File: src/logic/isf_pkg.sv
package isf_pkg;

   localparam int ADDR_W = 8;

   // register byte offsets
   localparam logic [ADDR_W-1:0] OFS_STATUS = 8'h00;
   localparam logic [ADDR_W-1:0] OFS_CTRL = 8'h04;
   localparam logic [ADDR_W-1:0] OFS_TXBUF = 8'h08;
   localparam logic [ADDR_W-1:0] OFS_RXHOLD = 8'h0c;
   localparam logic [ADDR_W-1:0] OFS_IRQ_STAT = 8'h10;
   localparam logic [ADDR_W-1:0] OFS_IRQ_MASK = 8'h14;

   // status word bit positions
   localparam int ST_NACK = 15;
   localparam int ST_MTX = 14;
   localparam int ST_ACKWIN = 13;
   localparam int ST_BCL = 10;
   localparam int ST_GCALL = 9;
   localparam int ST_TENBIT = 8;
   localparam int ST_WCOL = 7;
   localparam int ST_OVF = 6;
   localparam int ST_DATA = 5;
   localparam int ST_RXFULL = 0;

   // control word bit positions
   localparam int CT_OWN_LO = 0;
   localparam int CT_TEN_EN = 10;
   localparam int CT_SCD_EN = 11;
   localparam int CT_MASTER = 12;

   // interrupt event bit positions
   localparam int EV_BCL = 0;
   localparam int EV_WCOL = 1;
   localparam int EV_OVF = 2;
   localparam int EV_ACKWIN = 3;
   localparam int EV_STOP = 4;
   localparam int EV_W = 5;

   // reset values and codes
   localparam logic [15:0] STATUS_RST = 16'h0000;
   localparam logic [12:0] CTRL_RST = 13'h0000;
   localparam logic [EV_W-1:0] EV_RST = 5'h00;
   localparam logic [7:0] BYTE_RST = 8'h00;
   localparam logic [3:0] BITS_PER_BYTE = 4'h8;
   localparam logic [7:0] GCALL_ADDR = 8'h00;
   localparam logic [4:0] TEN_BIT_HDR = 5'h1e;
   localparam logic [1:0] RESP_OKAY = 2'h0;
   localparam logic [1:0] RESP_SLVERR = 2'h2;

endpackage

File: src/logic/isf_pin_sync.sv
`timescale 1ns/100ps
`default_nettype none
module isf_pin_sync (
   input wire logic clock,
   input wire logic resetn,
   input wire logic pin,
   output logic level,
   output logic rise,
   output logic fall
);
   logic meta_r;
   logic sync_r;
   logic last_r;

   // first stage feeds only the second stage
   always_ff @(posedge clock or negedge resetn) begin
      if (!resetn) begin
         meta_r <= 1'b1;
         sync_r <= 1'b1;
         last_r <= 1'b1;
      end else begin
         meta_r <= pin;
         sync_r <= meta_r;
         last_r <= sync_r;
      end
   end

   assign level = sync_r;
   assign rise = sync_r & ~last_r;
   assign fall = ~sync_r & last_r;
endmodule
`default_nettype wire

File: src/logic/isf_status_flags.sv
`timescale 1ns/100ps
`default_nettype none
// Behaviour
// - master tx: ack result flag, 1 means nack
// - master tx flag spans 8 bits plus ack
// - slave ack window: 8th fall to 9th rise
// - status bits 12 and 11 read zero
// - master collision sets sticky collision flag
// - general call flag set on match, stop clears
// - ten-bit match on second byte, stop clears
// - tx write while busy dropped, flags collision
// - transfer into full holding sets overflow
// - data flag: clear on own address match, set on data
// - slave collision detect: flag and go idle
module isf_status_flags
   import isf_pkg::*;
(
   input wire logic clock,
   input wire logic resetn,
   input wire logic [isf_pkg::ADDR_W-1:0] s_axi_awaddr,
   input wire logic s_axi_awvalid,
   output logic s_axi_awready,
   input wire logic [31:0] s_axi_wdata,
   input wire logic [3:0] s_axi_wstrb,
   input wire logic s_axi_wvalid,
   output logic s_axi_wready,
   output logic [1:0] s_axi_bresp,
   output logic s_axi_bvalid,
   input wire logic s_axi_bready,
   input wire logic [isf_pkg::ADDR_W-1:0] s_axi_araddr,
   input wire logic s_axi_arvalid,
   output logic s_axi_arready,
   output logic [31:0] s_axi_rdata,
   output logic [1:0] s_axi_rresp,
   output logic s_axi_rvalid,
   input wire logic s_axi_rready,
   input wire logic scl_pin,
   input wire logic sda_pin,
   input wire logic slave_tx_active,
   input wire logic slave_sda_high,
   output logic tx_load,
   output logic [7:0] tx_byte,
   output logic bus_idle,
   output logic irq
);
   import isf_pkg::*;

   logic scl;
   logic scl_rise;
   logic scl_fall;
   logic sda;
   logic sda_rise;
   logic sda_fall;

   isf_pin_sync u_scl (
      .clock(clock),
      .resetn(resetn),
      .pin(scl_pin),
      .level(scl),
      .rise(scl_rise),
      .fall(scl_fall)
   );

   isf_pin_sync u_sda (
      .clock(clock),
      .resetn(resetn),
      .pin(sda_pin),
      .level(sda),
      .rise(sda_rise),
      .fall(sda_fall)
   );

   // control and flag state
   logic [12:0] ctrl_r;
   logic nack_received_flag_r;
   logic master_tx_in_progress_r;
   logic ack_window_flag_r;
   logic bus_collision_flag_r;
   logic general_call_flag_r;
   logic ten_bit_addr_match_r;
   logic tx_write_collision_r;
   logic rx_overflow_flag_r;
   logic data_flag_r;
   logic rx_full_r;
   logic [7:0] tx_buffer_reg_r;
   logic [7:0] tx_shift_r;
   logic [7:0] rx_shift_reg_r;
   logic [7:0] rx_holding_reg_r;
   logic [EV_W-1:0] ev_stat_r;
   logic [EV_W-1:0] ev_mask_r;

   // bus tracker state
   logic active_r;
   logic [3:0] bits_r;
   logic [1:0] byte_idx_r;
   logic addressed_r;
   logic ten_pending_r;

   // axi write side
   logic aw_held_r;
   logic w_held_r;
   logic [ADDR_W-1:0] awaddr_r;
   logic [31:0] wdata_r;
   logic [3:0] wstrb_r;
   logic wr_do;
   logic rd_do;

   logic start_det;
   logic stop_det;
   logic bit_edge;
   logic ack_edge;
   logic [7:0] byte_in;
   logic byte_done;
   logic slave_mode;
   logic own_match;
   logic gcall_match;
   logic ten_hdr;
   logic ten_low_match;
   logic coll_master;
   logic coll_slave;
   logic busy;
   logic tx_wr;
   logic rx_rd;
   logic xfer;
   logic [15:0] status_word;
   logic [EV_W-1:0] ev_set;
   logic [EV_W-1:0] ev_clr;

   assign slave_mode = ~ctrl_r[CT_MASTER];
   assign start_det = sda_fall & scl;
   assign stop_det = sda_rise & scl;
   assign bit_edge = active_r & scl_rise & (bits_r < BITS_PER_BYTE);
   assign ack_edge = active_r & scl_rise & (bits_r == BITS_PER_BYTE);
   assign byte_in = {rx_shift_reg_r[6:0], sda};
   assign byte_done = bit_edge & (bits_r == BITS_PER_BYTE - 4'h1);
   assign gcall_match = byte_in == GCALL_ADDR;
   assign ten_hdr = byte_in[7:3] == TEN_BIT_HDR;
   assign own_match = ctrl_r[CT_TEN_EN]
      ? (ten_hdr & (byte_in[2:1] == ctrl_r[9:8]))
      : (byte_in[7:1] == ctrl_r[6:0]);
   assign ten_low_match = byte_in == ctrl_r[7:0];
   // sampled low while we meant high on the rising edge
   assign coll_master = ctrl_r[CT_MASTER] & master_tx_in_progress_r
      & bit_edge & tx_shift_r[7] & ~sda;
   assign coll_slave = slave_mode & ctrl_r[CT_SCD_EN] & slave_tx_active
      & active_r & scl_rise & slave_sda_high & ~sda;
   assign busy = master_tx_in_progress_r | (slave_mode & slave_tx_active);
   assign tx_wr = wr_do & (awaddr_r == OFS_TXBUF) & wstrb_r[0];
   assign rx_rd = rd_do & (s_axi_araddr == OFS_RXHOLD);
   assign xfer = slave_mode & byte_done & (addressed_r | byte_idx_r == 2'h0);

   // tracker: start, stop, bit and byte counting
   always_ff @(posedge clock or negedge resetn) begin
      if (!resetn) begin
         active_r <= 1'b0;
         bits_r <= 4'h0;
         byte_idx_r <= 2'h0;
      end else if (coll_slave | coll_master) begin
         active_r <= 1'b0;
         bits_r <= 4'h0;
      end else if (start_det) begin
         active_r <= 1'b1;
         bits_r <= 4'h0;
         byte_idx_r <= 2'h0;
      end else if (stop_det) begin
         active_r <= 1'b0;
         bits_r <= 4'h0;
      end else if (bit_edge) begin
         bits_r <= bits_r + 4'h1;
      end else if (ack_edge) begin
         bits_r <= 4'h0;
         if (byte_idx_r != 2'h3) begin
            byte_idx_r <= byte_idx_r + 2'h1;
         end
      end
   end

   always_ff @(posedge clock or negedge resetn) begin
      if (!resetn) begin
         rx_shift_reg_r <= BYTE_RST;
      end else if (bit_edge) begin
         rx_shift_reg_r <= byte_in;
      end
   end

   // addressing; ten-bit waits for the second byte
   always_ff @(posedge clock or negedge resetn) begin
      if (!resetn) begin
         addressed_r <= 1'b0;
         ten_pending_r <= 1'b0;
      end else if (start_det | stop_det | coll_slave) begin
         addressed_r <= 1'b0;
         ten_pending_r <= 1'b0;
      end else if (slave_mode & byte_done & byte_idx_r == 2'h0) begin
         ten_pending_r <= ctrl_r[CT_TEN_EN] & own_match;
         addressed_r <= (~ctrl_r[CT_TEN_EN] & own_match) | gcall_match;
      end else if (byte_done & ten_pending_r & byte_idx_r == 2'h1) begin
         ten_pending_r <= 1'b0;
         addressed_r <= ten_low_match;
      end
   end

   always_ff @(posedge clock or negedge resetn) begin
      if (!resetn) begin
         general_call_flag_r <= 1'b0;
      end else if (slave_mode & byte_done & byte_idx_r == 2'h0
                   & gcall_match) begin
         general_call_flag_r <= 1'b1;
      end else if (stop_det) begin
         general_call_flag_r <= 1'b0;
      end
   end

   always_ff @(posedge clock or negedge resetn) begin
      if (!resetn) begin
         ten_bit_addr_match_r <= 1'b0;
      end else if (byte_done & ten_pending_r & byte_idx_r == 2'h1
                   & ten_low_match) begin
         ten_bit_addr_match_r <= 1'b1;
      end else if (stop_det) begin
         ten_bit_addr_match_r <= 1'b0;
      end
   end

   always_ff @(posedge clock or negedge resetn) begin
      if (!resetn) begin
         data_flag_r <= 1'b0;
      end else if (slave_mode & byte_done) begin
         if (byte_idx_r == 2'h0 & own_match & ~ctrl_r[CT_TEN_EN]) begin
            data_flag_r <= 1'b0;
         end else if (byte_idx_r == 2'h1 & ten_pending_r) begin
            data_flag_r <= ~ten_low_match;
         end else if (addressed_r) begin
            data_flag_r <= 1'b1;
         end
      end
   end

   // eighth falling edge opens the window, ninth rising closes it
   always_ff @(posedge clock or negedge resetn) begin
      if (!resetn) begin
         ack_window_flag_r <= 1'b0;
      end else if (~slave_mode | ~active_r | ack_edge) begin
         ack_window_flag_r <= 1'b0;
      end else if (scl_fall & bits_r == BITS_PER_BYTE) begin
         ack_window_flag_r <= 1'b1;
      end
   end

   // master transmit: tx byte is shifted against the bus for collisions
   always_ff @(posedge clock or negedge resetn) begin
      if (!resetn) begin
         master_tx_in_progress_r <= 1'b0;
         tx_shift_r <= BYTE_RST;
      end else if (coll_master) begin
         master_tx_in_progress_r <= 1'b0;
      end else if (tx_wr & ~busy & ctrl_r[CT_MASTER]) begin
         master_tx_in_progress_r <= 1'b1;
         tx_shift_r <= wdata_r[7:0];
      end else if (master_tx_in_progress_r & ack_edge) begin
         master_tx_in_progress_r <= 1'b0;
      end else if (master_tx_in_progress_r & bit_edge) begin
         tx_shift_r <= {tx_shift_r[6:0], 1'b0};
      end
   end

   always_ff @(posedge clock or negedge resetn) begin
      if (!resetn) begin
         nack_received_flag_r <= 1'b0;
      end else if (master_tx_in_progress_r & ack_edge) begin
         nack_received_flag_r <= sda;
      end
   end

   // a write while busy never reaches the buffer
   always_ff @(posedge clock or negedge resetn) begin
      if (!resetn) begin
         tx_buffer_reg_r <= BYTE_RST;
         tx_load <= 1'b0;
         tx_byte <= BYTE_RST;
      end else begin
         tx_load <= tx_wr & ~busy;
         if (tx_wr & ~busy) begin
            tx_buffer_reg_r <= wdata_r[7:0];
            tx_byte <= wdata_r[7:0];
         end
      end
   end

   // sticky flags: hardware set wins over a write-one clear
   always_ff @(posedge clock or negedge resetn) begin
      if (!resetn) begin
         bus_collision_flag_r <= 1'b0;
      end else if (coll_master | coll_slave) begin
         bus_collision_flag_r <= 1'b1;
      end else if (wr_do & awaddr_r == OFS_STATUS & wstrb_r[1]
                   & wdata_r[ST_BCL]) begin
         bus_collision_flag_r <= 1'b0;
      end
   end

   always_ff @(posedge clock or negedge resetn) begin
      if (!resetn) begin
         tx_write_collision_r <= 1'b0;
      end else if (tx_wr & busy) begin
         tx_write_collision_r <= 1'b1;
      end else if (wr_do & awaddr_r == OFS_STATUS & wstrb_r[0]
                   & wdata_r[ST_WCOL]) begin
         tx_write_collision_r <= 1'b0;
      end
   end

   // holding register keeps the old byte when full
   always_ff @(posedge clock or negedge resetn) begin
      if (!resetn) begin
         rx_overflow_flag_r <= 1'b0;
      end else if (xfer & rx_full_r) begin
         rx_overflow_flag_r <= 1'b1;
      end else if (wr_do & awaddr_r == OFS_STATUS & wstrb_r[0]
                   & wdata_r[ST_OVF]) begin
         rx_overflow_flag_r <= 1'b0;
      end
   end

   always_ff @(posedge clock or negedge resetn) begin
      if (!resetn) begin
         rx_full_r <= 1'b0;
         rx_holding_reg_r <= BYTE_RST;
      end else if (xfer & ~rx_full_r) begin
         rx_full_r <= 1'b1;
         rx_holding_reg_r <= byte_in;
      end else if (rx_rd) begin
         rx_full_r <= 1'b0;
      end
   end

   // control: own address, ten-bit, slave collision enable, master
   always_ff @(posedge clock or negedge resetn) begin
      if (!resetn) begin
         ctrl_r <= CTRL_RST;
      end else if (wr_do & awaddr_r == OFS_CTRL) begin
         if (wstrb_r[0]) begin
            ctrl_r[7:0] <= wdata_r[7:0];
         end
         if (wstrb_r[1]) begin
            ctrl_r[12:8] <= wdata_r[12:8];
         end
      end
   end

   // unused bits 12 and 11 and the spare low bits stay zero
   assign status_word = {nack_received_flag_r, master_tx_in_progress_r,
      ack_window_flag_r, 2'b00, bus_collision_flag_r, general_call_flag_r,
      ten_bit_addr_match_r, tx_write_collision_r, rx_overflow_flag_r,
      data_flag_r, 4'h0, rx_full_r};

   // interrupt events
   assign ev_set[EV_BCL] = coll_master | coll_slave;
   assign ev_set[EV_WCOL] = tx_wr & busy;
   assign ev_set[EV_OVF] = xfer & rx_full_r;
   assign ev_set[EV_ACKWIN] = slave_mode & active_r & scl_fall
      & bits_r == BITS_PER_BYTE & ~ack_window_flag_r;
   assign ev_set[EV_STOP] = stop_det;
   assign ev_clr = (wr_do & awaddr_r == OFS_IRQ_STAT & wstrb_r[0])
      ? wdata_r[EV_W-1:0] : EV_RST;

   always_ff @(posedge clock or negedge resetn) begin
      if (!resetn) begin
         ev_stat_r <= EV_RST;
      end else begin
         ev_stat_r <= (ev_stat_r & ~ev_clr) | ev_set;
      end
   end

   always_ff @(posedge clock or negedge resetn) begin
      if (!resetn) begin
         ev_mask_r <= EV_RST;
      end else if (wr_do & awaddr_r == OFS_IRQ_MASK & wstrb_r[0]) begin
         ev_mask_r <= wdata_r[EV_W-1:0];
      end
   end

   always_ff @(posedge clock or negedge resetn) begin
      if (!resetn) begin
         irq <= 1'b0;
         bus_idle <= 1'b1;
      end else begin
         irq <= |(ev_stat_r & ev_mask_r);
         bus_idle <= ~active_r;
      end
   end

   // axi write: address and data taken in either order
   assign wr_do = aw_held_r & w_held_r & ~s_axi_bvalid;

   always_ff @(posedge clock or negedge resetn) begin
      if (!resetn) begin
         aw_held_r <= 1'b0;
         w_held_r <= 1'b0;
         awaddr_r <= '0;
         wdata_r <= 32'h0000_0000;
         wstrb_r <= 4'h0;
         s_axi_awready <= 1'b0;
         s_axi_wready <= 1'b0;
      end else begin
         s_axi_awready <= ~aw_held_r & ~s_axi_awready & s_axi_awvalid;
         s_axi_wready <= ~w_held_r & ~s_axi_wready & s_axi_wvalid;
         if (s_axi_awvalid & s_axi_awready) begin
            aw_held_r <= 1'b1;
            awaddr_r <= s_axi_awaddr;
         end else if (wr_do) begin
            aw_held_r <= 1'b0;
         end
         if (s_axi_wvalid & s_axi_wready) begin
            w_held_r <= 1'b1;
            wdata_r <= s_axi_wdata;
            wstrb_r <= s_axi_wstrb;
         end else if (wr_do) begin
            w_held_r <= 1'b0;
         end
      end
   end

   always_ff @(posedge clock or negedge resetn) begin
      if (!resetn) begin
         s_axi_bvalid <= 1'b0;
         s_axi_bresp <= RESP_OKAY;
      end else if (wr_do) begin
         s_axi_bvalid <= 1'b1;
         s_axi_bresp <= (awaddr_r == OFS_STATUS | awaddr_r == OFS_CTRL
            | awaddr_r == OFS_TXBUF | awaddr_r == OFS_IRQ_STAT
            | awaddr_r == OFS_IRQ_MASK) ? RESP_OKAY : RESP_SLVERR;
      end else if (s_axi_bready) begin
         s_axi_bvalid <= 1'b0;
      end
   end

   // axi read: one cycle to answer, reading the holding reg empties it
   assign rd_do = s_axi_arvalid & s_axi_arready;

   always_ff @(posedge clock or negedge resetn) begin
      if (!resetn) begin
         s_axi_arready <= 1'b0;
         s_axi_rvalid <= 1'b0;
         s_axi_rdata <= 32'h0000_0000;
         s_axi_rresp <= RESP_OKAY;
      end else begin
         s_axi_arready <= s_axi_arvalid & ~s_axi_arready & ~s_axi_rvalid;
         if (rd_do) begin
            s_axi_rvalid <= 1'b1;
            s_axi_rresp <= RESP_OKAY;
            case (s_axi_araddr)
               OFS_STATUS: s_axi_rdata <= {16'h0000, status_word};
               OFS_CTRL: s_axi_rdata <= {19'h00000, ctrl_r};
               OFS_TXBUF: s_axi_rdata <= {24'h000000, tx_buffer_reg_r};
               OFS_RXHOLD: s_axi_rdata <= {24'h000000, rx_holding_reg_r};
               OFS_IRQ_STAT: s_axi_rdata <= {27'h0000000, ev_stat_r};
               OFS_IRQ_MASK: s_axi_rdata <= {27'h0000000, ev_mask_r};
               default: begin
                  s_axi_rdata <= 32'h0000_0000;
                  s_axi_rresp <= RESP_SLVERR;
               end
            endcase
         end else if (s_axi_rready) begin
            s_axi_rvalid <= 1'b0;
         end
      end
   end
endmodule
`default_nettype wire

File: config.mk
export PLATFORM = sky130hd
export DESIGN_NAME = isf_status_flags
export DESIGN_NICKNAME = d
export VERILOG_FILES = /design/src/logic/isf_pkg.sv /design/src/logic/isf_pin_sync.sv /design/src/logic/isf_status_flags.sv
export SDC_FILE = /design/constraint.sdc
export NUM_CORES = 1
export LEC_CHECK = 0
export ABC_CLOCK_PERIOD_IN_PS = 2400
export BUFFER_PORTS_ARGS = -buffer_cell sky130_fd_sc_hd__buf_2
export CAP_MARGIN = 25
export CORE_MARGIN = 5
export CORE_UTILIZATION = 55
export DETAILED_ROUTE_END_ITERATION = 6
export MAX_ROUTING_LAYER = met4
export PLACE_DENSITY = 0.81
export SLEW_MARGIN = 15
export SYNTH_ARGS = -nofsm -noshare
export SYNTH_HDL_FRONTEND = slang
export SYNTH_HIERARCHICAL = 1
export SYNTH_SLANG_ARGS = --single-unit
export TNS_END_PERCENT = 100
File: constraint.sdc
create_clock -name clock -period 2.4 [get_ports clock]
set_clock_uncertainty 0.05 [all_clocks]
set_input_delay 0.6 -clock clock [delete_from_list [all_inputs] [get_ports clock]]
set_output_delay 0.6 -clock clock [all_outputs]
set_load 0.05 [all_outputs]
* After elaboration in Yosys (flattened, before gate mapping)
Index checks and enable logic that the tools add are counted.
W data, S select, Z words.
** Word-level totals
- Register bits :: 148
- Output and inout bits :: 52
- Logic and storage cells :: 257
** Cells by class
- Add/subtract/negate cells :: 2
- Magnitude comparators :: 1
- Eq/ne operators :: 20
- Muxes and demuxes :: 52
- Bitwise logic cells :: 107
- Reduce and logical (&&, ||, !) cells :: 30
** Operators by type and width (number)
- $pmux W16 S6 :: 1
- $and A1 B1 Y1 :: 71
- $mux W1 :: 35
- $eq A8 B5 Y1 const B :: 4
- $reduce_bool A2 Y1 :: 14
- $eq A8 B4 Y1 const B :: 3
- $logic_not A8 Y1 :: 3
- $mux W8 :: 3
- $mux W4 :: 5
- $not A1 Y1 :: 20
- $eq A8 B3 Y1 const B :: 2
- $mux W2 :: 7
- $or A1 B1 Y1 :: 12
- $reduce_bool A3 Y1 :: 4
- $and A5 B5 Y5 :: 2
- $eq A8 B8 Y1 :: 1
- $ne A2 B2 Y1 const B :: 4
- $eq A7 B7 Y1 :: 1
- $reduce_and A2 Y1 :: 3
- $reduce_or A6 Y1 :: 1
- $eq A5 B5 Y1 const B :: 1
- $mux W5 :: 1
- $not A5 Y5 :: 1
- $or A5 B5 Y5 :: 1
- other kinds (12) :: 12

* Longest topological paths before layout
Gate-level depths: netlist of run 1.
- Depth after elaboration :: 10
- Depth in mapped cells :: 7
- Depth with buffers taken out :: 7

* By module
The synthesis of run 1 kept the hierarchy.
** By module, submodules not included
- isf_status_flags :: instances 1, cells each 509, area each 5836.8 µm², seq. area each 3104.2 µm²
- isf_pin_sync :: instances 2, cells each 5, area each 93.8 µm², seq. area each 78.8 µm²

* Worst setup path after synthesis of run 1
Ideal clock, no wire load.
- Path kind :: flip-flop to flip-flop
- Start point :: reg u_scl.sync_r, in the netlist u_scl/level
- End point :: reg rx_holding_reg_r[0]
- Library setup time :: 125 ps
- Data arrival time :: 2019 ps
- Required time :: 2225 ps
- Slack :: 206 ps
- Stages on the path, launching flop included :: 8
- Buffers on the path :: 1
- Cell sequence :: dfstp_2 > nor2b_1 > and4b_1 > and2_1 > o21a_1 > nor2b_1 > buf_2 > mux2_2
** Between the ends
- Word-level cells in the longest chain between the ends :: 7
** Ends and longest elaborated chain
- start: declaration :: RTL line isf_pin_sync.sv:12 : logic sync_r;
- start signal: assignment :: RTL line isf_pin_sync.sv:23 : sync_r <= meta_r;
- $and A1 B1 Y1 :: RTL line isf_pin_sync.sv:29 : assign rise = sync_r & ~last_r;
- via scl_rise :: RTL line isf_status_flags.sv:49 : logic scl_rise;
- $and A1 B1 Y1 (2 in a row) :: RTL line isf_status_flags.sv:132 : assign bit_edge = active_r & scl_rise & (bits_r < BITS_PER_BYTE);
- $and A1 B1 Y1 :: RTL line isf_status_flags.sv:135 : assign byte_done = bit_edge & (bits_r == BITS_PER_BYTE - 4'h1);
- $and A1 B1 Y1 (2 in a row) :: RTL line isf_status_flags.sv:150 : assign xfer = slave_mode & byte_done & (addressed_r | byte_idx_r == 2'h0);
- $and A1 B1 Y1 :: RTL line isf_status_flags.sv:329 : end else if (xfer & ~rx_full_r) begin
- end signal: assignment :: RTL line isf_status_flags.sv:331 : rx_holding_reg_r <= byte_in;
- end: declaration :: RTL line isf_status_flags.sv:88 : logic [7:0] rx_holding_reg_r;
The timed path passes the listed nets, and every way through them passes these cells.
A chain may end at the register's enable or synchronous reset.

* Worst setup path in the final report of run 1
- Start point :: reg bits_r[0]
- End point :: reg rx_holding_reg_r[0]
** Between the ends
- Word-level cells in the longest chain between the ends :: 6
- Elaborated cells on any way between the ends :: 7
- Classes of those cells :: 1 x order compare; 1 x eq/ne; 5 x bitwise
** Ends and longest elaborated chain
- start: declaration :: RTL line isf_status_flags.sv:94 : logic [3:0] bits_r;
- start signal: assignment :: RTL line isf_status_flags.sv:169 : bits_r <= bits_r + 4'h1;
- $lt A4 B4 Y1 :: RTL line isf_status_flags.sv:132
- $and A1 B1 Y1 :: RTL line isf_status_flags.sv:132
- $and A1 B1 Y1 * :: RTL line isf_status_flags.sv:135
- $and A1 B1 Y1 * (2 in a row) :: RTL line isf_status_flags.sv:150
- $and A1 B1 Y1 * :: RTL line isf_status_flags.sv:329
Mark *: on every way between the ends. The rest lies on a longest branch, timed or not.

==> results of run 1 <==
kinds of logic (layout without fill, tap and decap cells):
family	after synthesis	count (layout)	synth area share (%)
other cells	1	18	0.0622
xor+xnor	14	14	2.04
fa+ha+maj	5	5	1.04
compound gates	90	90	10.3
flops	130	130	54.1
simple gates	153	153	14.0
mux	70	70	13.7
buf+inv	56	141	4.74
worst register-to-register path, stage by stage (launching register included):
cell and delay (ns):
dfrtp_1 0.40, ha_1 0.28, and4b_1 0.27, and2_1 0.20
o21a_1 0.19, nor2b_1 0.17, buf_4 0.20, mux2_2 0.36
power by group through the flow:
stage          Sequential, mW  Combinational [mW]  Clock, mW
2_1_floorplan            2.94               0.808          0
5_1_grt                  3.05                1.23       2.75
6_report                 3.00                1.13       2.62
3_3_place_gp             3.00                1.08          0
3_5_place_dp             3.02                1.12          0
4_1_cts                  2.99                1.14       2.66
layer usage:
metal | part of all wire (%) | up-vias | track usage (%)
met5 | 0 | - | -
met4 | 2.5 | 0 | 9.42
met1 | 42 | 2181 | 29.7
li1 | - | 2000 | -
met3 | 6.8 | 27 | 5.39
met2 | 48 | 171 | 35.9
cell usage after synthesis, types with 2 or more instances:
cell / number
dfrtp_1: 123
nand2_1: 63
mux2_2: 58
o21ai_0: 22
buf_4: 18
inv_1: 17
clkbuf_1: 14
nor2b_1: 12
a22oi_1: 11
nor2_1: 11
xnor2_1: 11
nand3_1: 10
a21oi_1: 9
o21a_1: 9
mux2i_1: 8
a22o_1: 7
dfstp_2: 7
nor4_1: 7
o22a_1: 7
buf_2: 6
nand2b_1: 6
nand4_1: 6
o22ai_1: 6
a21o_1: 5
ha_1: 5
and2_1: 4
and3_1: 4
mux4_2: 4
nand3b_1: 4
nor3_1: 4
nor3b_1: 4
a211oi_1: 3
a32o_1: 3
xor2_1: 3
a21boi_0: 2
and2b_2: 2
and3b_1: 2
and4b_1: 2
nand4b_1: 2
worst max path at each step:
stage | from | end | slack (ns)
after floorplan | u_scl/level | rx_holding_reg_r[0] | 0.21
final | bits_r[0] | rx_holding_reg_r[0] | 0.17
after global placement | u_scl/level | rx_holding_reg_r[2] | 0.29
after detailed placement | u_scl/level | rx_holding_reg_r[2] | 0.26
after CTS | u_scl/level | rx_holding_reg_r[0] | 0.18
after global routing | u_scl/level | rx_holding_reg_r[0] | 0.06
stage by stage:
step	cell area [um^2]	setup WS, ns	hold WS (ns)
finish	7200	0.166	0.0549
global placement	6590	0.293	0.297
floorplan	6090	0.206	0.254
detailed placement	6590	0.255	0.299
global route	7200	0.0592	0.102
CTS	7200	0.179	0.0659
final cells by class:
| cell class | instances | area, um^2 | area share (%) |
|---|---|---|---|
| multi-input cells | 350 | 2550 | 35.4 |
| well taps | 140 | 175 | 2.43 |
| clock buffers | 20 | 455 | 6.32 |
| repair buffers | 92 | 543 | 7.54 |
| clock inverters | 12 | 155 | 2.15 |
| flip-flops and latches | 130 | 3260 | 45.3 |
| inverters | 17 | 63.8 | 0.886 |
flip-flops by register name, summed over array words and instances, names as in the netlist, 2 cells and up:
name,flops
byte_idx_r,2
tx_shift_r,8
rx_holding_reg_r,8
wstrb_r,2
tx_buffer_reg_r,8
ev_stat_r,5
ev_mask_r,5
wdata_r,13
awaddr_r,8
bits_r,4
ctrl_r,13
s_axi_rdata,16
rx_shift_reg_r,7
==> results.py, run 1 <==
metrics = {
    "yosys": {
        "syn_area_um2": 6020,
        "syn_avg_cell_area_um2": 11.6,
        "yosysSeqAreaShare_pct": 54.1,
        "yosys_warnings": 6,
        "synth_edf_count": 0,
        "synth_top_area_cell": "dfrtp_1",
        "ys_seq_elements": 130,
        "synth_area_leaders": "dfrtp_1 (51%), mux2_2 (11%), nand2_1 (3.9%), dfstp_2 (3.1%), buf_4 (2.2%)",
        "syn_inst": 519,
        "async_flop_share_pct": 100,
        "netlist.area_leader.share_pct": 51.1,
        "synthDistinctLibCells": 57,
        "synthFlopType": "dfrtp_1",
    },
    "worst_setup_path": {
        "max_stage_delay_ns": 0.40,
        "cp_max_fo": 9,
        "critPathKind": "register to register",
        "crit_path_start_kind": "register",
        "cp_cell_sequence": "ha_1, and4b_1, and2_1, o21a_1, nor2b_1, buf_4, mux2_2",
        "worst_ep_arrival_time_ns": 2.59,
        "r2r_slack_ns": 0.17,
        "worst_r2r_endpoint": "rx_holding_reg_r[0]",
        "critPathTopFamily": "simple AND/OR/NAND/NOR gates",
        "r2r_cells": 7,
        "r2r-start": "bits_r[0]",
        "worst_setup_path_end_kind": "register",
        "crit_buf_inv": 1,
        "slowest_stage": "dfrtp_1",
        "cp.depth": 7,
        "crit_required_ns": 2.76,
    },
    "pwr": {
        "pwr-share-clk_pct": 38.8,
        "p_seq_share_pct": 44.4,
        "power.leakage_nw": 3.46,
        "worst_ir_drop_vdd_mv": 0.631,
        "total_power_mw": 6.75,
        "combPwrFrac_pct": 16.8,
        "p_int_mw": 4.70,
        "power_density_nw_per_um2": 937,
        "switching_share_pct": 30.3,
        "p_sw_mw": 2.05,
    },
    "placement": {
        "routabilityCongestion": 0.932,
        "dp_hpwl_um": 10000,
        "place_inst": 729,
        "io_buffers": 75,
    },
    "finish": {
        "drive_gt1_share_pct": 32.7,
        "fin_cells": 761,
        "fin_nets": 676,
        "final_util_pct": 66.7,
        "layout_common_cells": "dfrtp_1 (123), buf_2 (74), nand2_1 (63)",
        "final_common_cell": "dfrtp_1",
        "area_growth_pct": 19.5,
        "fill_cells": 795,
        "diodes": 0,
    },
    "timing": {
        "finalSetupViolCount": 0,
        "rsz0062_at_grt": "no",
        "worst_slew_pin_slew_ns": 0.669,
        "fmax_ghz": 0.448,
        "fin_crit_sh_pct": 93.1,
        "fin_crit_ns": 2.23,
        "slew_violations": 0,
        "relSlewSlack_pct": 55.3,
        "hold_viol": 0,
        "tns_ns": 0,
    },
    "cts": {
        "cts_hold_buf": 0,
        "htreeDepth": 4,
        "insertion_delay_ns": 0.53,
        "cts_tree": "built",
        "cts_setup_buffers": 0,
        "cts_buffer_depth": 2,
        "clock-sinks": 130,
        "cts-buffers-inserted": 17,
        "cts.root.buffer_cell": "clkbuf_8",
        "cts_resized": 0,
        "clk_pin_slew_ns": 0.06,
    },
    "detailed_routing": {
        "postRouteAntennaNets": 0,
        "vias": 4379,
        "drc_errors": 0,
        "drt_iter0_drc": 251,
        "wl_per_cell_um": 18.5,
        "post_drt_via_cell_ratio": 5.75,
        "drt_wl_total_um": 14100,
        "first_pass_iters": 4,
    },
    "die": {
        "die-area_um2": 13100,
        "ios": 115,
        "fp.dieW_um": 115,
        "die_y_um": 115,
        "rows": 38,
        "core_area_um2": 10800,
        "initial_core_util_pct": 55.8,
    },
    "global_routing": {
        "grt_overflow_total": 0,
        "antenna_found_initial": 0,
        "grt_pass1_wl_um": 22900,
        "grt_max_degree": 48,
        "grtUsageTotal_pct": 23.2,
        "grt_pass1_vias": 4543,
    },
    "run": {
        "drv_cap": 0,
    },
    "hold_path": {
        "min_path_type": "primary input to asynchronous set/reset pin",
    },
    "outcome": {
        "outcome": "completed",
    },
}
(Power assumes the default switching activity.)
==> inputs of run 2 (changes only) <==
- CORE_UTILIZATION: 55 -> 40
- PLACE_DENSITY: 0.81 -> 0.63
- TNS_END_PERCENT: 100 -> not set
==> results.py, run 2 (synthesis results as in run 1) <==
metrics = {
    "die": {
        "initial_core_util_pct": 41.1,
        "die-area_um2": 17600,
        "die_y_um": 133,
        "core_area_um2": 14600,
        "rows": 44,
        "ios": 115,
        "fp.dieW_um": 133,
    },
    "cts": {
        "insertion_delay_ns": 0.42,
        "cts-buffers-inserted": 17,
        "cts_resized": 0,
        "clk_pin_slew_ns": 0.05,
        "cts_buffer_depth": 2,
        "cts.root.buffer_cell": "clkbuf_16",
        "cts_tree": "built",
        "clock-sinks": 130,
        "cts_hold_buf": 0,
        "cts_setup_buffers": 0,
        "htreeDepth": 4,
    },
    "timing": {
        "fmax_ghz": 0.444,
        "slew_violations": 0,
        "rsz0062_at_grt": "no",
        "tns_ns": 0,
        "timing.hold.ws_ns": 0.0518,
        "relSlewSlack_pct": 55.3,
        "finalSetupViolCount": 0,
        "fin_crit_sh_pct": 93.8,
        "worst_slew_pin_slew_ns": 0.669,
        "hold_viol": 0,
        "fin_crit_ns": 2.25,
    },
    "finish": {
        "fin_nets": 679,
        "diodes": 0,
        "layout_common_cells": "dfrtp_1 (123), buf_2 (74), nand2_1 (63)",
        "fin_cells": 808,
        "final_common_cell": "dfrtp_1",
        "fill_cells": 1291,
        "reg.largest.list": "s_axi_rdata x16, ctrl_r x13, wdata_r x13",
        "area_growth_pct": 21.4,
        "drive_gt1_share_pct": 32.7,
        "regMostFlops": "s_axi_rdata",
        "largest_reg_flops": 16,
    },
    "worst_setup_path": {
        "critPathKind": "register to register",
        "slowest_stage": "dfstp_2",
        "worst_ep_arrival_time_ns": 2.51,
        "worst_r2r_endpoint": "rx_holding_reg_r[4]",
        "worst_setup_path_end_kind": "register",
        "crit_required_ns": 2.66,
        "r2r_cells": 7,
        "crit_path_start_kind": "register",
        "r2r_slack_ns": 0.15,
        "crit_buf_inv": 1,
        "path_common_cell": "nor2b_1",
        "max_stage_delay_ns": 0.52,
        "r2r-start": "u_scl/level",
        "cp_max_fo": 7,
        "cp_cell_sequence": "nor2b_1, and4b_1, and2_1, o21a_1, nor2b_1, buf_4, mux2_2",
        "critPathTopFamily": "simple AND/OR/NAND/NOR gates",
    },
    "detailed_routing": {
        "first_pass_iters": 7,
        "postRouteAntennaNets": 0,
        "wl_per_cell_um": 17.9,
        "drt_wl_total_um": 14400,
        "vias": 4342,
        "drt_iter0_drc": 431,
        "drc_errors": 0,
        "post_drt_via_cell_ratio": 5.37,
    },
    "global_routing": {
        "grt_pass1_wl_um": 23700,
        "grt_overflow_total": 0,
        "grtUsageTotal_pct": 17.5,
        "grt_pass1_vias": 4461,
        "grt_max_degree": 58,
        "antenna_found_initial": 0,
    },
    "placement": {
        "dp_hpwl_um": 10500,
        "routabilityCongestion": 0.909,
        "place_inst": 776,
        "io_buffers": 75,
    },
    "pwr": {
        "power.leakage_nw": 3.51,
        "worst_ir_drop_vdd_mv": 0.656,
        "power_density_nw_per_um2": 960,
    },
    "run": {
        "drv_cap": 0,
    },
    "outcome": {
        "outcome": "completed",
    },
    "hold_path": {
        "min_path_type": "primary input to asynchronous set/reset pin",
    },
}
## run 2: how the worst max path moves through the flow
| stage | startpoint | end | slack (ns) | cells after the start |
|---|---|---|---|---|
| 6_report | u_scl/level | rx_holding_reg_r[4] | 0.15 | 7 |
| 2_1_floorplan | u_scl/level | rx_holding_reg_r[0] | 0.21 | 7 |
| 4_1_cts | u_scl/level | rx_holding_reg_r[4] | 0.15 | 7 |
| 3_3_place_gp | u_scl/level | rx_holding_reg_r[2] | 0.23 | 7 |
| 3_5_place_dp | u_scl/level | rx_holding_reg_r[6] | 0.16 | 7 |
| 5_1_grt | byte_idx_r[1] | addressed_r | 0.03 | 7 |
## run 2: worst reg2reg max path, delay by kind of cell (launching register included)
family	cells	cell delay, ns
AND/OR/NAND/NOR	4	0.86
buffers and inverters	1	0.19
AO/OA/AOI/OAI	1	0.19
flip-flops	1	0.52
multiplexers	1	0.34
## run 2: layout make-up
| type | instances | area (um^2) | area share, % |
|---|---|---|---|
| inverter | 17 | 63.8 | 0.873 |
| clock buffer | 22 | 484 | 6.62 |
| timing repair buffer | 95 | 553 | 7.56 |
| tap | 184 | 230 | 3.15 |
| clock inverter | 10 | 178 | 2.43 |
| multi-input combinational | 350 | 2540 | 34.8 |
| sequential | 130 | 3260 | 44.6 |
## run 2: power by group
group | switching (mW) | internal [mW]
registers | 0.435 | 2.54
logic | 0.652 | 0.507
clock network | 0.942 | 1.94
## run 2: routing by layer
metal | track usage [%] | vias up | part of all wire, % | wire (um)
met5 | - | - | 0 | 0
met2 | 27.3 | 150 | 48 | 6950
met1 | 22.2 | 2167 | 44 | 6350
met3 | 4.14 | 20 | 6.1 | 885
li1 | - | 2005 | - | -
met4 | 6.81 | 0 | 1.6 | 234
## run 2: per-stage QoR
| stage | total power, mW | setup WS [ns] | util (%) | area [um^2] |
|---|---|---|---|---|
| 3_3_place_gp | 4.12 | 0.229 | 45.4 | 6650 |
| 4_1_cts | 7.08 | 0.149 | 49.9 | 7310 |
| 3_5_place_dp | 4.17 | 0.161 | 45.4 | 6650 |
| 2_1_floorplan | 3.75 | 0.206 | - | 6090 |
| 5_1_grt | 7.34 | 0.0255 | 49.9 | 7310 |
| 6_report | 7.02 | 0.149 | 49.9 | 7310 |
==> inputs of run 3 (changes only) <==
- CTS_BUF_LIST: not set -> sky130_fd_sc_hd__clkbuf_4 sky130_fd_sc_hd__clkbuf_8
==> results.py, run 3 (synthesis results as in run 1) <==
metrics = {
    "finish": {
        "largest_reg_flops": 16,
        "fill_cells": 1297,
        "drive_gt1_share_pct": 32.9,
        "layout_common_cells": "dfrtp_1 (123), buf_2 (74), nand2_1 (63)",
        "reg.largest.list": "s_axi_rdata x16, ctrl_r x13, wdata_r x13",
        "fin_nets": 679,
        "area_growth_pct": 18.3,
        "diodes": 0,
        "regMostFlops": "s_axi_rdata",
        "final_util_pct": 48.7,
        "finalInstanceArea_um2": 7120,
        "final_common_cell": "dfrtp_1",
    },
    "timing": {
        "finalSetupViolCount": 0,
        "tns_ns": 0,
        "fmax_ghz": 0.440,
        "worst_slew_pin_slew_ns": 0.664,
        "rsz0062_at_grt": "no",
        "fin_crit_ns": 2.27,
        "hold_viol": 0,
        "slew_violations": 0,
        "fin_crit_sh_pct": 94.6,
        "relSlewSlack_pct": 55.6,
    },
    "worst_setup_path": {
        "cp-startpoint": "u_scl/level",
        "critPathKind": "register to register",
        "path_common_cell": "nor2b_1",
        "max_stage_delay_ns": 0.53,
        "cp_max_fo": 7,
        "crit_required_ns": 2.67,
        "r2r-start": "u_scl/level",
        "crit_path_start_kind": "register",
        "cp_cell_sequence": "nor2b_1, and4b_1, and2_1, o21a_1, nor2b_1, buf_4, mux2_2",
        "worst_ep_arrival_time_ns": 2.54,
        "worst_setup_path_end_kind": "register",
        "slowest_stage": "dfstp_2",
    },
    "pwr": {
        "worst_ir_drop_vdd_mv": 0.593,
        "power.leakage_nw": 3.42,
        "power_density_nw_per_um2": 886,
    },
    "global_routing": {
        "grt_overflow_total": 0,
        "grt_pass1_wl_um": 23200,
        "grt_pass1_vias": 4389,
        "grt_max_degree": 58,
        "antenna_found_initial": 0,
        "grtUsageTotal_pct": 17.0,
    },
    "die": {
        "rows": 44,
        "ios": 115,
        "die-area_um2": 17600,
        "die_y_um": 133,
        "core_area_um2": 14600,
        "initial_core_util_pct": 41.1,
        "fp.dieW_um": 133,
    },
    "detailed_routing": {
        "wl_per_cell_um": 17.4,
        "first_pass_iters": 4,
        "post_drt_via_cell_ratio": 5.29,
        "drt_wl_total_um": 14100,
        "postRouteAntennaNets": 0,
        "vias": 4271,
        "drt_iter0_drc": 458,
        "drc_errors": 0,
    },
    "cts": {
        "insertion_delay_ns": 0.44,
        "clk_pin_slew_ns": 0.07,
        "htreeDepth": 4,
        "cts_setup_buffers": 0,
        "clock-sinks": 130,
        "cts_tree": "built",
        "cts_buffer_depth": 2,
        "cts.root.buffer_cell": "clkbuf_8",
        "cts-buffers-inserted": 17,
        "cts_hold_buf": 0,
        "cts_resized": 0,
    },
    "outcome": {
        "outcome": "completed",
    },
    "placement": {
        "dp_hpwl_um": 10500,
        "place_area_um2": 6650,
        "routabilityCongestion": 0.909,
        "io_buffers": 75,
    },
    "run": {
        "drv_cap": 0,
    },
    "hold_path": {
        "min_path_type": "primary input to asynchronous set/reset pin",
    },
}
[run 3: worst paths after layout]
check                                      endpoint  slack [ns]  cells after the start
worst max register to register  rx_holding_reg_r[4]        0.13                      7
worst min register to register          u_sda/level        0.30                      0
min in group clock                     u_scl/meta_r        0.20                      1
worst min-delay path                     wdata_r[8]        0.04                      1
worst max-delay path            rx_holding_reg_r[4]        0.13                      7
max in group asynchronous              u_sda/last_r        1.60                      2
[run 3: power by group]
group,switching (mW),internal [mW],leakage [nW]
combinational,0.644,0.507,1.48
sequential,0.432,2.53,1.70
clock,0.843,1.35,0.242
[run 3: per-layer routing]
| metal | GRT usage, % | routed length, um | vias to the layer above |
|---|---|---|---|
| met1 | 22.0 | 6190 | 2121 |
| met2 | 26.3 | 6790 | 138 |
| met5 | - | 0 | - |
| li1 | - | - | 1994 |
| met3 | 4.18 | 908 | 18 |
| met4 | 5.83 | 184 | 0 |
[run 3: area by class of cell]
cell class,count,area [um^2],area share [%]
inverters,17,63.8,0.896
clock inverters,10,178,2.49
multi-input cells,350,2540,35.7
flip-flops and latches,130,3260,45.8
well taps,184,230,3.23
repair buffers,95,553,7.76
clock buffers,22,297,4.16
[run 3: worst max-delay path: cells and delay by family, from the launching register on]
kind | cells | cell delay (ns)
AND/OR/NAND/NOR | 4 | 0.86
flip-flops | 1 | 0.53
multiplexers | 1 | 0.34
AO/OA/AOI/OAI | 1 | 0.19
buffers and inverters | 1 | 0.19
[run 3: per-stage QoR]
stage / cells / power, mW / setup WS, ns / hold WS, ns
after floorplan: 536 / 3.75 / 0.206 / 0.254
after global placement: 776 / 4.12 / 0.229 / 0.298
after detailed placement: 776 / 4.17 / 0.161 / 0.299
after CTS: 808 / 6.37 / 0.142 / 0.0224
after global routing: 808 / 6.63 / 0.0166 / 0.0427
final: 808 / 6.31 / 0.129 / 0.0355
